[config.mk]
export PLATFORM = sky130hd
export DESIGN_NAME = sms_top
export DESIGN_NICKNAME = d
export VERILOG_FILES = /design/src/hdl/sms_pkg.sv /design/src/hdl/sms_top.sv
export SDC_FILE = /design/constraint.sdc
export NUM_CORES = 1
export LEC_CHECK = 0
export BUFFER_PORTS_ARGS = -buffer_cell sky130_fd_sc_hd__buf_2
export CAP_MARGIN = 20
export CELL_PAD_IN_SITES_DETAIL_PLACEMENT = 1
export CELL_PAD_IN_SITES_GLOBAL_PLACEMENT = 1
export CORE_MARGIN = 3
export CORE_UTILIZATION = 40
export DETAILED_ROUTE_END_ITERATION = 10
export PLACE_DENSITY_LB_ADDON = 0.1
export SLEW_MARGIN = 20
export SYNTH_ARGS = -nofsm -noshare
export SYNTH_HDL_FRONTEND = slang
export SYNTH_SLANG_ARGS = --single-unit
[constraint.sdc]
create_clock -name clk -period 5 [get_ports clk]
set_input_delay 1 -clock clk [delete_from_list [all_inputs] [get_ports clk]]
set_output_delay 1 -clock clk [all_outputs]
set_load 0.005 [all_outputs]
[src/hdl/sms_pkg.sv]
// Constants and types of the sensor mode sequencer.
// Assumes a 100 MHz core clock.
package sms_pkg;
  localparam int CLK_PERIOD_NS = 10;
  localparam int INIT_TIME_NS = 2000;
  localparam int INIT_CYCLES = (INIT_TIME_NS + CLK_PERIOD_NS - 1) / CLK_PERIOD_NS;
  localparam int RATE_TICK_NS = 800;
  localparam int RATE_TICK_CYCLES = RATE_TICK_NS / CLK_PERIOD_NS;
  localparam logic [6:0] ADDR_DEFAULT = 7'h53;
  localparam logic [6:0] ADDR_STRAPPED = 7'h52;
  localparam logic [4:0] ADDR_TENBIT_PREFIX = 5'h1e;
  localparam int PARAM_DEPTH = 46;
  localparam logic [5:0] PAR_ADDR = 6'h00;
  localparam logic [5:0] PAR_CHANNEL_ENABLE_LIST = 6'h01;
  localparam logic [5:0] PAR_MEASCONFIG0 = 6'h05;
  localparam int PAR_CHAN_STRIDE = 4;
  localparam logic [5:0] PAR_RATE_H = 6'h1a;
  localparam logic [5:0] PAR_RATE_L = 6'h1b;
  localparam logic [5:0] PAR_MEASCOUNT0 = 6'h1c;
  localparam logic [5:0] PAR_THRESH0_H = 6'h25;
  localparam logic [5:0] PAR_THRESH0_L = 6'h26;
  localparam int CTR_SEL_LSB = 6;
  localparam int IRQ_DATA = 0;
  localparam int IRQ_THRESH = 1;
  localparam logic [7:0] PARAM_RESET = 8'h00;
  typedef enum logic [2:0] {SMS_OFF, SMS_INIT, SMS_STANDBY, SMS_FORCED, SMS_AUTO} sms_mode_e;
  typedef enum logic [1:0] {SMS_BUS_IDLE, SMS_BUS_ADDR, SMS_BUS_ACK, SMS_BUS_SKIP} sms_bus_e;
endpackage

[src/hdl/sms_top.sv]
// Mode sequencer, address strap, slave address detect and parameter table.
// Assumes a measurement engine that answers each trigger with a done pulse
// and an I2C register slave outside that takes over after the address ack.
// Function
// - Supply drop reset returns everything to off
// - Software reset re-enters off like power loss
// - Off proceeds directly into initialization
// - Initialization done moves to standby
// - Latch address strap from second LED pin
// - Strap grounded gives 0x52, else 0x53
// - Answer only the selected slave address
// - No measurements while in standby
// - Bus stays active in standby
// - Interrupt holds level until host clears it
// - Register reads never wake the sequencer
// - Force measures enabled channels with selector zero
// - Forced pass completion raises enabled interrupt
// - Start command begins self-timed triggers
// - Period from rate; selector and count nonzero
// - Autonomous results update outputs, raise data interrupt
// - Threshold crossing raises enabled interrupt
// - Status register first, results follow contiguously
// - Programmed address lasts until next reset
// - Only 7-bit addressing is decoded
// - Parameters written one byte per command
// - Parameter table cleared on any reset
`timescale 1ns/1ps
module sms_top
  import sms_pkg::*;
(
  input wire logic clk,
  input wire logic rst,
  input wire logic sw_reset,
  input wire logic second_led_pin,
  input wire logic scl_i,
  input wire logic sda_i,
  output logic sda_o,
  output logic sda_oe_n,
  output logic addr_hit,
  output logic addr_rw,
  output logic bus_active,
  input wire logic cmd_force,
  input wire logic cmd_start,
  input wire logic cmd_pause,
  input wire logic cmd_parameter_write_command,
  input wire logic cmd_param_query,
  input wire logic cmd_new_addr,
  input wire logic [5:0] param_index,
  input wire logic [7:0] param_data,
  output logic [7:0] param_response,
  output logic cmd_error,
  output logic meas_trigger,
  output logic [5:0] meas_channels,
  input wire logic meas_done,
  input wire logic [15:0] meas_result,
  output logic [15:0] result_out,
  input wire logic [1:0] irq_enable,
  input wire logic irq_clear_data,
  input wire logic irq_clear_thresh,
  output logic [1:0] irq_status,
  output logic int_o,
  output logic int_oe_n,
  output logic [2:0] mode,
  output logic [6:0] slave_addr
);
  typedef struct packed {
    sms_mode_e mode;
    logic [7:0] init_cnt;
    logic led_low;
    logic [2:0] led_s;
    logic led_q;
    logic [6:0] addr;
    logic [PARAM_DEPTH-1:0][7:0] params;
    logic [7:0] resp;
    logic err;
    logic busy;
    logic [23:0] rate_cnt;
    logic trig;
    logic [5:0] chans;
    logic [15:0] result;
    logic [1:0] irq;
    logic [2:0] scl_s;
    logic [2:0] sda_s;
    logic scl_q;
    logic sda_q;
    sms_bus_e bus;
    logic [3:0] bitc;
    logic [7:0] shreg;
    logic ack;
    logic hit;
    logic rw;
  } sms_state_s;

  sms_state_s st_r;
  sms_state_s st_nxt;

  function automatic logic [5:0] sms_force_mask(input logic [PARAM_DEPTH-1:0][7:0] p);
    logic [5:0] m;
    logic [7:0] cfg;
    m = 6'h00;
    for (int i = 0; i < 6; i++)
    begin
      cfg = p[6'(int'(PAR_MEASCONFIG0) + i * PAR_CHAN_STRIDE)];
      m[i] = p[PAR_CHANNEL_ENABLE_LIST][i] && (cfg[CTR_SEL_LSB +: 2] == 2'h0);
    end
    return m;
  endfunction

  function automatic logic [5:0] sms_auto_mask(input logic [PARAM_DEPTH-1:0][7:0] p);
    logic [5:0] m;
    logic [7:0] cfg;
    logic [1:0] sel;
    m = 6'h00;
    for (int i = 0; i < 6; i++)
    begin
      cfg = p[6'(int'(PAR_MEASCONFIG0) + i * PAR_CHAN_STRIDE)];
      sel = cfg[CTR_SEL_LSB +: 2];
      m[i] = p[PAR_CHANNEL_ENABLE_LIST][i] && (sel != 2'h0) && (p[PAR_MEASCOUNT0 + 6'(sel) - 6'h01] != 8'h00);
    end
    return m;
  endfunction

  logic scl_rise;
  logic scl_fall;
  logic bus_start;
  logic bus_stop;
  logic [23:0] period;
  logic [15:0] thresh;
  logic [5:0] fmask;
  logic [5:0] amask;
  logic set_data;
  logic set_thr;

  always_comb
  begin
    st_nxt = st_r;
    st_nxt.trig = 1'b0;
    st_nxt.hit = 1'b0;
    set_data = 1'b0;
    set_thr = 1'b0;
    fmask = sms_force_mask(st_r.params);
    amask = sms_auto_mask(st_r.params);
    period = 24'({st_r.params[PAR_RATE_H], st_r.params[PAR_RATE_L]}) * 24'(RATE_TICK_CYCLES);
    thresh = {st_r.params[PAR_THRESH0_H], st_r.params[PAR_THRESH0_L]};

    // Pin synchronisers; a level counts once stages two and three agree
    st_nxt.scl_s = {st_r.scl_s[1:0], scl_i};
    st_nxt.sda_s = {st_r.sda_s[1:0], sda_i};
    if (st_r.scl_s[1] == st_r.scl_s[2])
    begin
      st_nxt.scl_q = st_r.scl_s[2];
    end
    if (st_r.sda_s[1] == st_r.sda_s[2])
    begin
      st_nxt.sda_q = st_r.sda_s[2];
    end
    st_nxt.led_s = {st_r.led_s[1:0], second_led_pin};
    if (st_r.led_s[1] == st_r.led_s[2])
    begin
      st_nxt.led_q = st_r.led_s[2];
    end
    scl_rise = st_nxt.scl_q && !st_r.scl_q;
    scl_fall = !st_nxt.scl_q && st_r.scl_q;
    bus_start = st_r.scl_q && st_nxt.scl_q && st_r.sda_q && !st_nxt.sda_q;
    bus_stop = st_r.scl_q && st_nxt.scl_q && !st_r.sda_q && st_nxt.sda_q;

    // Address phase; the register slave takes over after the ack
    if (bus_stop)
    begin
      st_nxt.bus = SMS_BUS_IDLE;
      st_nxt.ack = 1'b0;
    end
    else if (bus_start)
    begin
      st_nxt.bus = SMS_BUS_ADDR;
      st_nxt.bitc = 4'h0;
      st_nxt.ack = 1'b0;
    end
    else
    begin
      case (st_r.bus)
        SMS_BUS_ADDR:
        begin
          if (scl_rise)
          begin
            st_nxt.shreg = {st_r.shreg[6:0], st_r.sda_q};
            st_nxt.bitc = st_r.bitc + 4'h1;
          end
          else if (scl_fall && st_r.bitc == 4'h8)
          begin
            // Bus answers in standby and autonomous modes alike
            if (st_r.mode != SMS_OFF && st_r.mode != SMS_INIT
                && st_r.shreg[7:3] != ADDR_TENBIT_PREFIX
                && st_r.shreg[7:1] == st_r.addr)
            begin
              st_nxt.bus = SMS_BUS_ACK;
              st_nxt.ack = 1'b1;
              st_nxt.hit = 1'b1;
              st_nxt.rw = st_r.shreg[0];
            end
            else
            begin
              st_nxt.bus = SMS_BUS_SKIP;
            end
          end
        end
        SMS_BUS_ACK:
        begin
          if (scl_fall)
          begin
            st_nxt.ack = 1'b0;
            st_nxt.bus = SMS_BUS_SKIP;
          end
        end
        default:
        begin
        end
      endcase
    end

    // Parameter mailbox, one byte per command
    if (st_r.mode != SMS_OFF && st_r.mode != SMS_INIT)
    begin
      if (cmd_parameter_write_command || cmd_param_query)
      begin
        if (int'(param_index) >= PARAM_DEPTH)
        begin
          st_nxt.err = 1'b1;
        end
        else if (cmd_parameter_write_command)
        begin
          st_nxt.params[param_index] = param_data;
          st_nxt.resp = param_data;
        end
        else
        begin
          st_nxt.resp = st_r.params[param_index];
        end
      end
      else if (cmd_new_addr)
      begin
        st_nxt.addr = st_r.params[PAR_ADDR][6:0];
      end
    end

    // Measurement completion
    if (st_r.busy && meas_done)
    begin
      st_nxt.busy = 1'b0;
      st_nxt.result = meas_result;
      set_data = 1'b1;
      set_thr = meas_result >= thresh;
    end

    case (st_r.mode)
      SMS_OFF:
      begin
        st_nxt.mode = SMS_INIT;
        st_nxt.init_cnt = 8'h00;
      end
      SMS_INIT:
      begin
        st_nxt.init_cnt = st_r.init_cnt + 8'h01;
        if (int'(st_r.init_cnt) == INIT_CYCLES - 1)
        begin
          // Strap sampled at the end of start-up
          st_nxt.led_low = !st_r.led_q;
          st_nxt.addr = st_r.led_q ? ADDR_DEFAULT : ADDR_STRAPPED;
          st_nxt.mode = SMS_STANDBY;
        end
      end
      SMS_STANDBY:
      begin
        // No trigger leaves standby without a command
        if (cmd_force)
        begin
          st_nxt.mode = SMS_FORCED;
          st_nxt.chans = fmask;
          if (fmask != 6'h00)
          begin
            st_nxt.trig = 1'b1;
            st_nxt.busy = 1'b1;
          end
        end
        else if (cmd_start)
        begin
          st_nxt.mode = SMS_AUTO;
          st_nxt.rate_cnt = 24'h000000;
        end
      end
      SMS_FORCED:
      begin
        if (!st_nxt.busy)
        begin
          st_nxt.mode = SMS_STANDBY;
        end
      end
      SMS_AUTO:
      begin
        if (cmd_pause)
        begin
          st_nxt.mode = SMS_STANDBY;
        end
        else if (st_r.rate_cnt + 24'h000001 >= period)
        begin
          st_nxt.rate_cnt = 24'h000000;
          if (!st_r.busy && amask != 6'h00)
          begin
            st_nxt.chans = amask;
            st_nxt.trig = 1'b1;
            st_nxt.busy = 1'b1;
          end
        end
        else
        begin
          st_nxt.rate_cnt = st_r.rate_cnt + 24'h000001;
        end
      end
      default:
      begin
        st_nxt.mode = SMS_OFF;
      end
    endcase

    // Sticky flags; a new event beats a clear in the same cycle
    st_nxt.irq[IRQ_DATA] = set_data || (st_r.irq[IRQ_DATA] && !irq_clear_data);
    st_nxt.irq[IRQ_THRESH] = set_thr || (st_r.irq[IRQ_THRESH] && !irq_clear_thresh);
  end

  always_ff @(posedge clk)
  begin
    if (rst || sw_reset)
    begin
      st_r <= '0;
      st_r.mode <= SMS_OFF;
      st_r.addr <= ADDR_DEFAULT;
      st_r.params <= {PARAM_DEPTH{PARAM_RESET}};
      st_r.bus <= SMS_BUS_IDLE;
      st_r.scl_q <= 1'b1;
      st_r.sda_q <= 1'b1;
      st_r.scl_s <= 3'h7;
      st_r.sda_s <= 3'h7;
    end
    else
    begin
      st_r <= st_nxt;
    end
  end

  assign sda_o = 1'b0;
  assign sda_oe_n = !st_r.ack;
  assign addr_hit = st_r.hit;
  assign addr_rw = st_r.rw;
  assign bus_active = st_r.mode != SMS_OFF && st_r.mode != SMS_INIT;
  assign param_response = st_r.resp;
  assign cmd_error = st_r.err;
  assign meas_trigger = st_r.trig;
  assign meas_channels = st_r.chans;
  assign result_out = st_r.result;
  // Status first, results follow it
  assign irq_status = st_r.irq;
  assign int_o = 1'b0;
  assign int_oe_n = !(|(st_r.irq & irq_enable));
  assign mode = 3'(st_r.mode);
  assign slave_addr = st_r.addr;
endmodule

==> run_results.csv <==
group,metric,value,unit
synth,yosys_register_bits,474,
sta,maxSlewViolCount,0,
route,drc,0,
synth,synth_top_family_by_area,"compound AO/OA/AOI/OAI gates",
clock_tree,cts_setup_buffers,0,
synth,yosysWarnings,0,
synth,ys.flop_type,"dfxtp_1",
clock_tree,cts_inserted_buffers,54,
place,finalWeightedCongestion,0.834,
floorplanning,num_rows,86,
floorplanning,initial_core_util,40.9,%
status,status,"finished clean",
synth,synth_compound_area_share,22.7,%
synth,yosysSeqAreaShare,41.7,%
setup_path,max_stage_delay,0.42,ns
setup_path,crit_slowest_cell,"fa_1",
setup_path,reg2reg_depth,18,
synth,synth_mux_area_share,6.97,%
sta,setup_viol,0,
global_route,antenna_found_initial,3,
power_and_ir_drop,p_per_area,320,nW/um^2
setup_path,cp-end-kind,"register",
floorplanning,die_width,245,um
place,dp_slack,0.233,ns
setup_path,crit_chain,"ha_1 > ha_1 > fa_1 > a21oi_1 > a2bb2oi_1 > a211oi_1 > nand4_1 > nand2_1 > o41ai_1 > xor2_1 > ha_1 > and4_1 > nand4_1 > a211oi_1 > o311ai_1 > nand3_1 > o31ai_4 > a221o_1",
power_and_ir_drop,power,8130,uW
sta,clock.fmax,219,MHz
final_layout,mostFrequentLayoutCell,"dfxtp_1",
setup_path,worst-setup-path-type,"reg2reg",
floorplanning,io-pin-count,98,
setup_path,arrival,5.05,ns
worst_hold_path,min_path_type,"reg2reg",
worst_hold_path,hold_depth,1,
clock_tree,insertion_delay,0.61,ns
setup_path,cp_num_buf_inv,0,
synth,synth_cells,2794,
global_route,grt_max_degree,129,
sta,setup_slack,0.440,ns
power_and_ir_drop,clockPowerShare,48.5,%
synth,synth-simple-area-share,17.3,%
final_layout,seq_area,9490,um^2
synth,synth_cell_types,68,
setup_path,rr_endpoint,"meas_channels[4]",
route,vias_per_cell,6.01,
sta,worst_slew_pin_slew,1.08,ns
clock_tree,cts_hold_repair.buffers,0,
sta,rsz0062_at_grt,"false",
global_route,grt_overflow,0,
power_and_ir_drop,power.switching,1960,uW
route,dr.first_iter.drc_count,1502,
power_and_ir_drop,ir_drop,0.271,mV
sta,setup_tns,0,ns
clock_tree,cts_buffer_depth,3,
sta,slew_headroom,27.9,%
clock_tree,cts_tree,"built",
route,routed_wl,85200,um
route,num_vias,21300,
place,placed_cell_area,23700,um^2
setup_path,critPathMaxFanout,6,
final_layout,area_growth,11.5,%
synth,syn_area,22800,um^2
power_and_ir_drop,p_comb_share,4.9,%
synth,synth_edf_count,0,
final_layout,layout_common_cells,"dfxtp_1, nand2_1, a21oi_1",
final_layout,nFillCells,6660,
sta,finalHoldViolations,0,
route,wl_per_cell,24.0,um
worst_hold_path,hp-start,"st_nxt[23]",
sta,fin_worst_skew,0.0254,ns
power_and_ir_drop,switching_share,24.1,%
sta,min_period,4.56,ns
power_and_ir_drop,p_leak,0.00837,uW
final_layout,multi_input_area,12000,um^2
route,drt_pre_antenna_iters,6,
worst_hold_path,min_to,"st_nxt[24]",
setup_path,path_delay_family,"compound AO/OA/AOI/OAI gates",
synth,synth_xor_xnor_area_share,1.38,%
synth,yosys.area.top_type,"dfxtp_1",
clock_tree,clockRootBuffer,"clkbuf_16",
synth,yosys-top-cells-area,"dfxtp_1, a21oi_1, nand2_1, mux2i_1, o21ai_0",
synth,synthAdderAreaFrac,4.15,%
final_layout,drive_above_1_share,9.61,%
place,io_buffers,95,
setup_path,r2r_slack,0.44,ns
global_route,grt_pass1_wl,131000,um
floorplanning,dieHeight,245,um
power_and_ir_drop,seqPwrFrac,46.6,%
setup_path,required,5.49,ns
setup_path,cp_common_cell,"ha_1",
flow_run,maxCapViolations,0,
global_route,grt_pass1_vias,21600,
final_layout,nNetsFinal,2881,
synth,synthArstFlopShare,0,%
floorplanning,die_area,59800,um^2
synth,avgSynthCellArea,8.15,um^2
place,place_hpwl,57400,um
route,postRouteAntennaNets,0,
sta,fin_crit_sh,91.2,%
power_and_ir_drop,p_int,6170,uW
final_layout,fin_area,25400,um^2
setup_path,start_kind,"register",
clock_tree,cts.sinks,474,
sta,whs,0.412,ns
global_route,track_usage,27.7,%
clock_tree,htree_levels,2,
synth,synth_top_cell_area_share,41.7,%
floorplanning,core,55700,um^2
clock_tree,clkTransAtPathRegs,0.06,ns
[worst max path at each step]
stage,from,end,slack (ns),depth (start not counted)
2_1_floorplan,register,meas_channels[1],1.02,18
3_3_place_gp,register,st_r[74],0.51,18
3_5_place_dp,register,st_r[74],0.23,18
4_1_cts,register,st_r[74],0.22,18
5_1_grt,register,st_r[53],0.07,17
6_report,register,meas_channels[4],0.44,18
[metrics by stage]
step	std cells	util [%]
CTS	3547	45.5
global placement	3451	42.5
global route	3549	45.6
floorplan	2795	-
detailed placement	3451	42.5
finish	3551	45.6
[layout make-up]
cell class / count / area share [%]
diodes: 4 / 0.0394
clock buffers: 90 / 6.45
clock inverters: 6 / 0.330
inverters: 49 / 0.724
multi-input cells: 2019 / 47.4
flip-flops and latches: 474 / 37.4
well taps: 748 / 3.69
repair buffers: 161 / 4.02
[power groups by stage]
stage                     registers [uW]  clock network [uW]  logic [uW]
after CTS                           3790                4010         394
after floorplan                     3870                   0         212
after global routing                3790                4180         419
after detailed placement            3870                   0         392
after global placement              3870                   0         387
final                               3790                3940         400
[cell families after synthesis]
logic type | Yosys count
adders and majority gates | 75
other | 1
buffers and inverters | 302
xor gates and xnor gates | 36
AOI/OAI and AO/OA | 866
DFF | 474
and+or+nand+nor | 894
muxes | 146
[metal layers]
metal  vias to the layer above  track usage (%)  share of wire [%]
met1                     10700             37.5                 45
met2                       616             46.7                 47
met4                         0             7.43                2.4
met3                       130             3.20                5.3
met5                         -                0                  0
li1                       9838                -                  -
[worst reg2reg max path: stages (launching register included)]
cell,delay [ns]
dfxtp_1,0.34
ha_1,0.30
ha_1,0.24
fa_1,0.42
a21oi_1,0.18
a2bb2oi_1,0.30
a211oi_1,0.15
nand4_1,0.15
nand2_1,0.09
o41ai_1,0.30
xor2_1,0.13
ha_1,0.32
and4_1,0.20
nand4_1,0.13
a211oi_1,0.27
o311ai_1,0.25
nand3_1,0.20
o31ai_4,0.12
a221o_1,0.37
[cells in the mapped netlist (all sizes together) (3+ instances only)]
library cell	count
a22o	21
nor3b	4
o31a	3
a211oi	12
or4	8
a21oi	324
nand2b	12
and2	9
a221oi	27
o211ai	11
and4	7
a31oi	22
o31ai	3
a22oi	148
nand3	45
nand2	414
and3b	8
o21ai	245
dfxtp	474
or2	7
buf	63
a32o	3
nor3	16
a21o	12
a41oi	7
mux4	8
nand4	33
a32oi	4
and3	17
or3	11
nor4	14
nor2	261
a311oi	3
xor2	9
inv	49
ha	74
clkbuf	190
xnor2	27
a221o	6
o21a	3
mux2i	136
nand3b	16
nor2b	9
[timing repair]
action	CTS	global route
setup endpoints to repair	0	7
endpoints found under the hold margin	0	0
resized for setup	0	3
(Power assumes the default switching activity.)
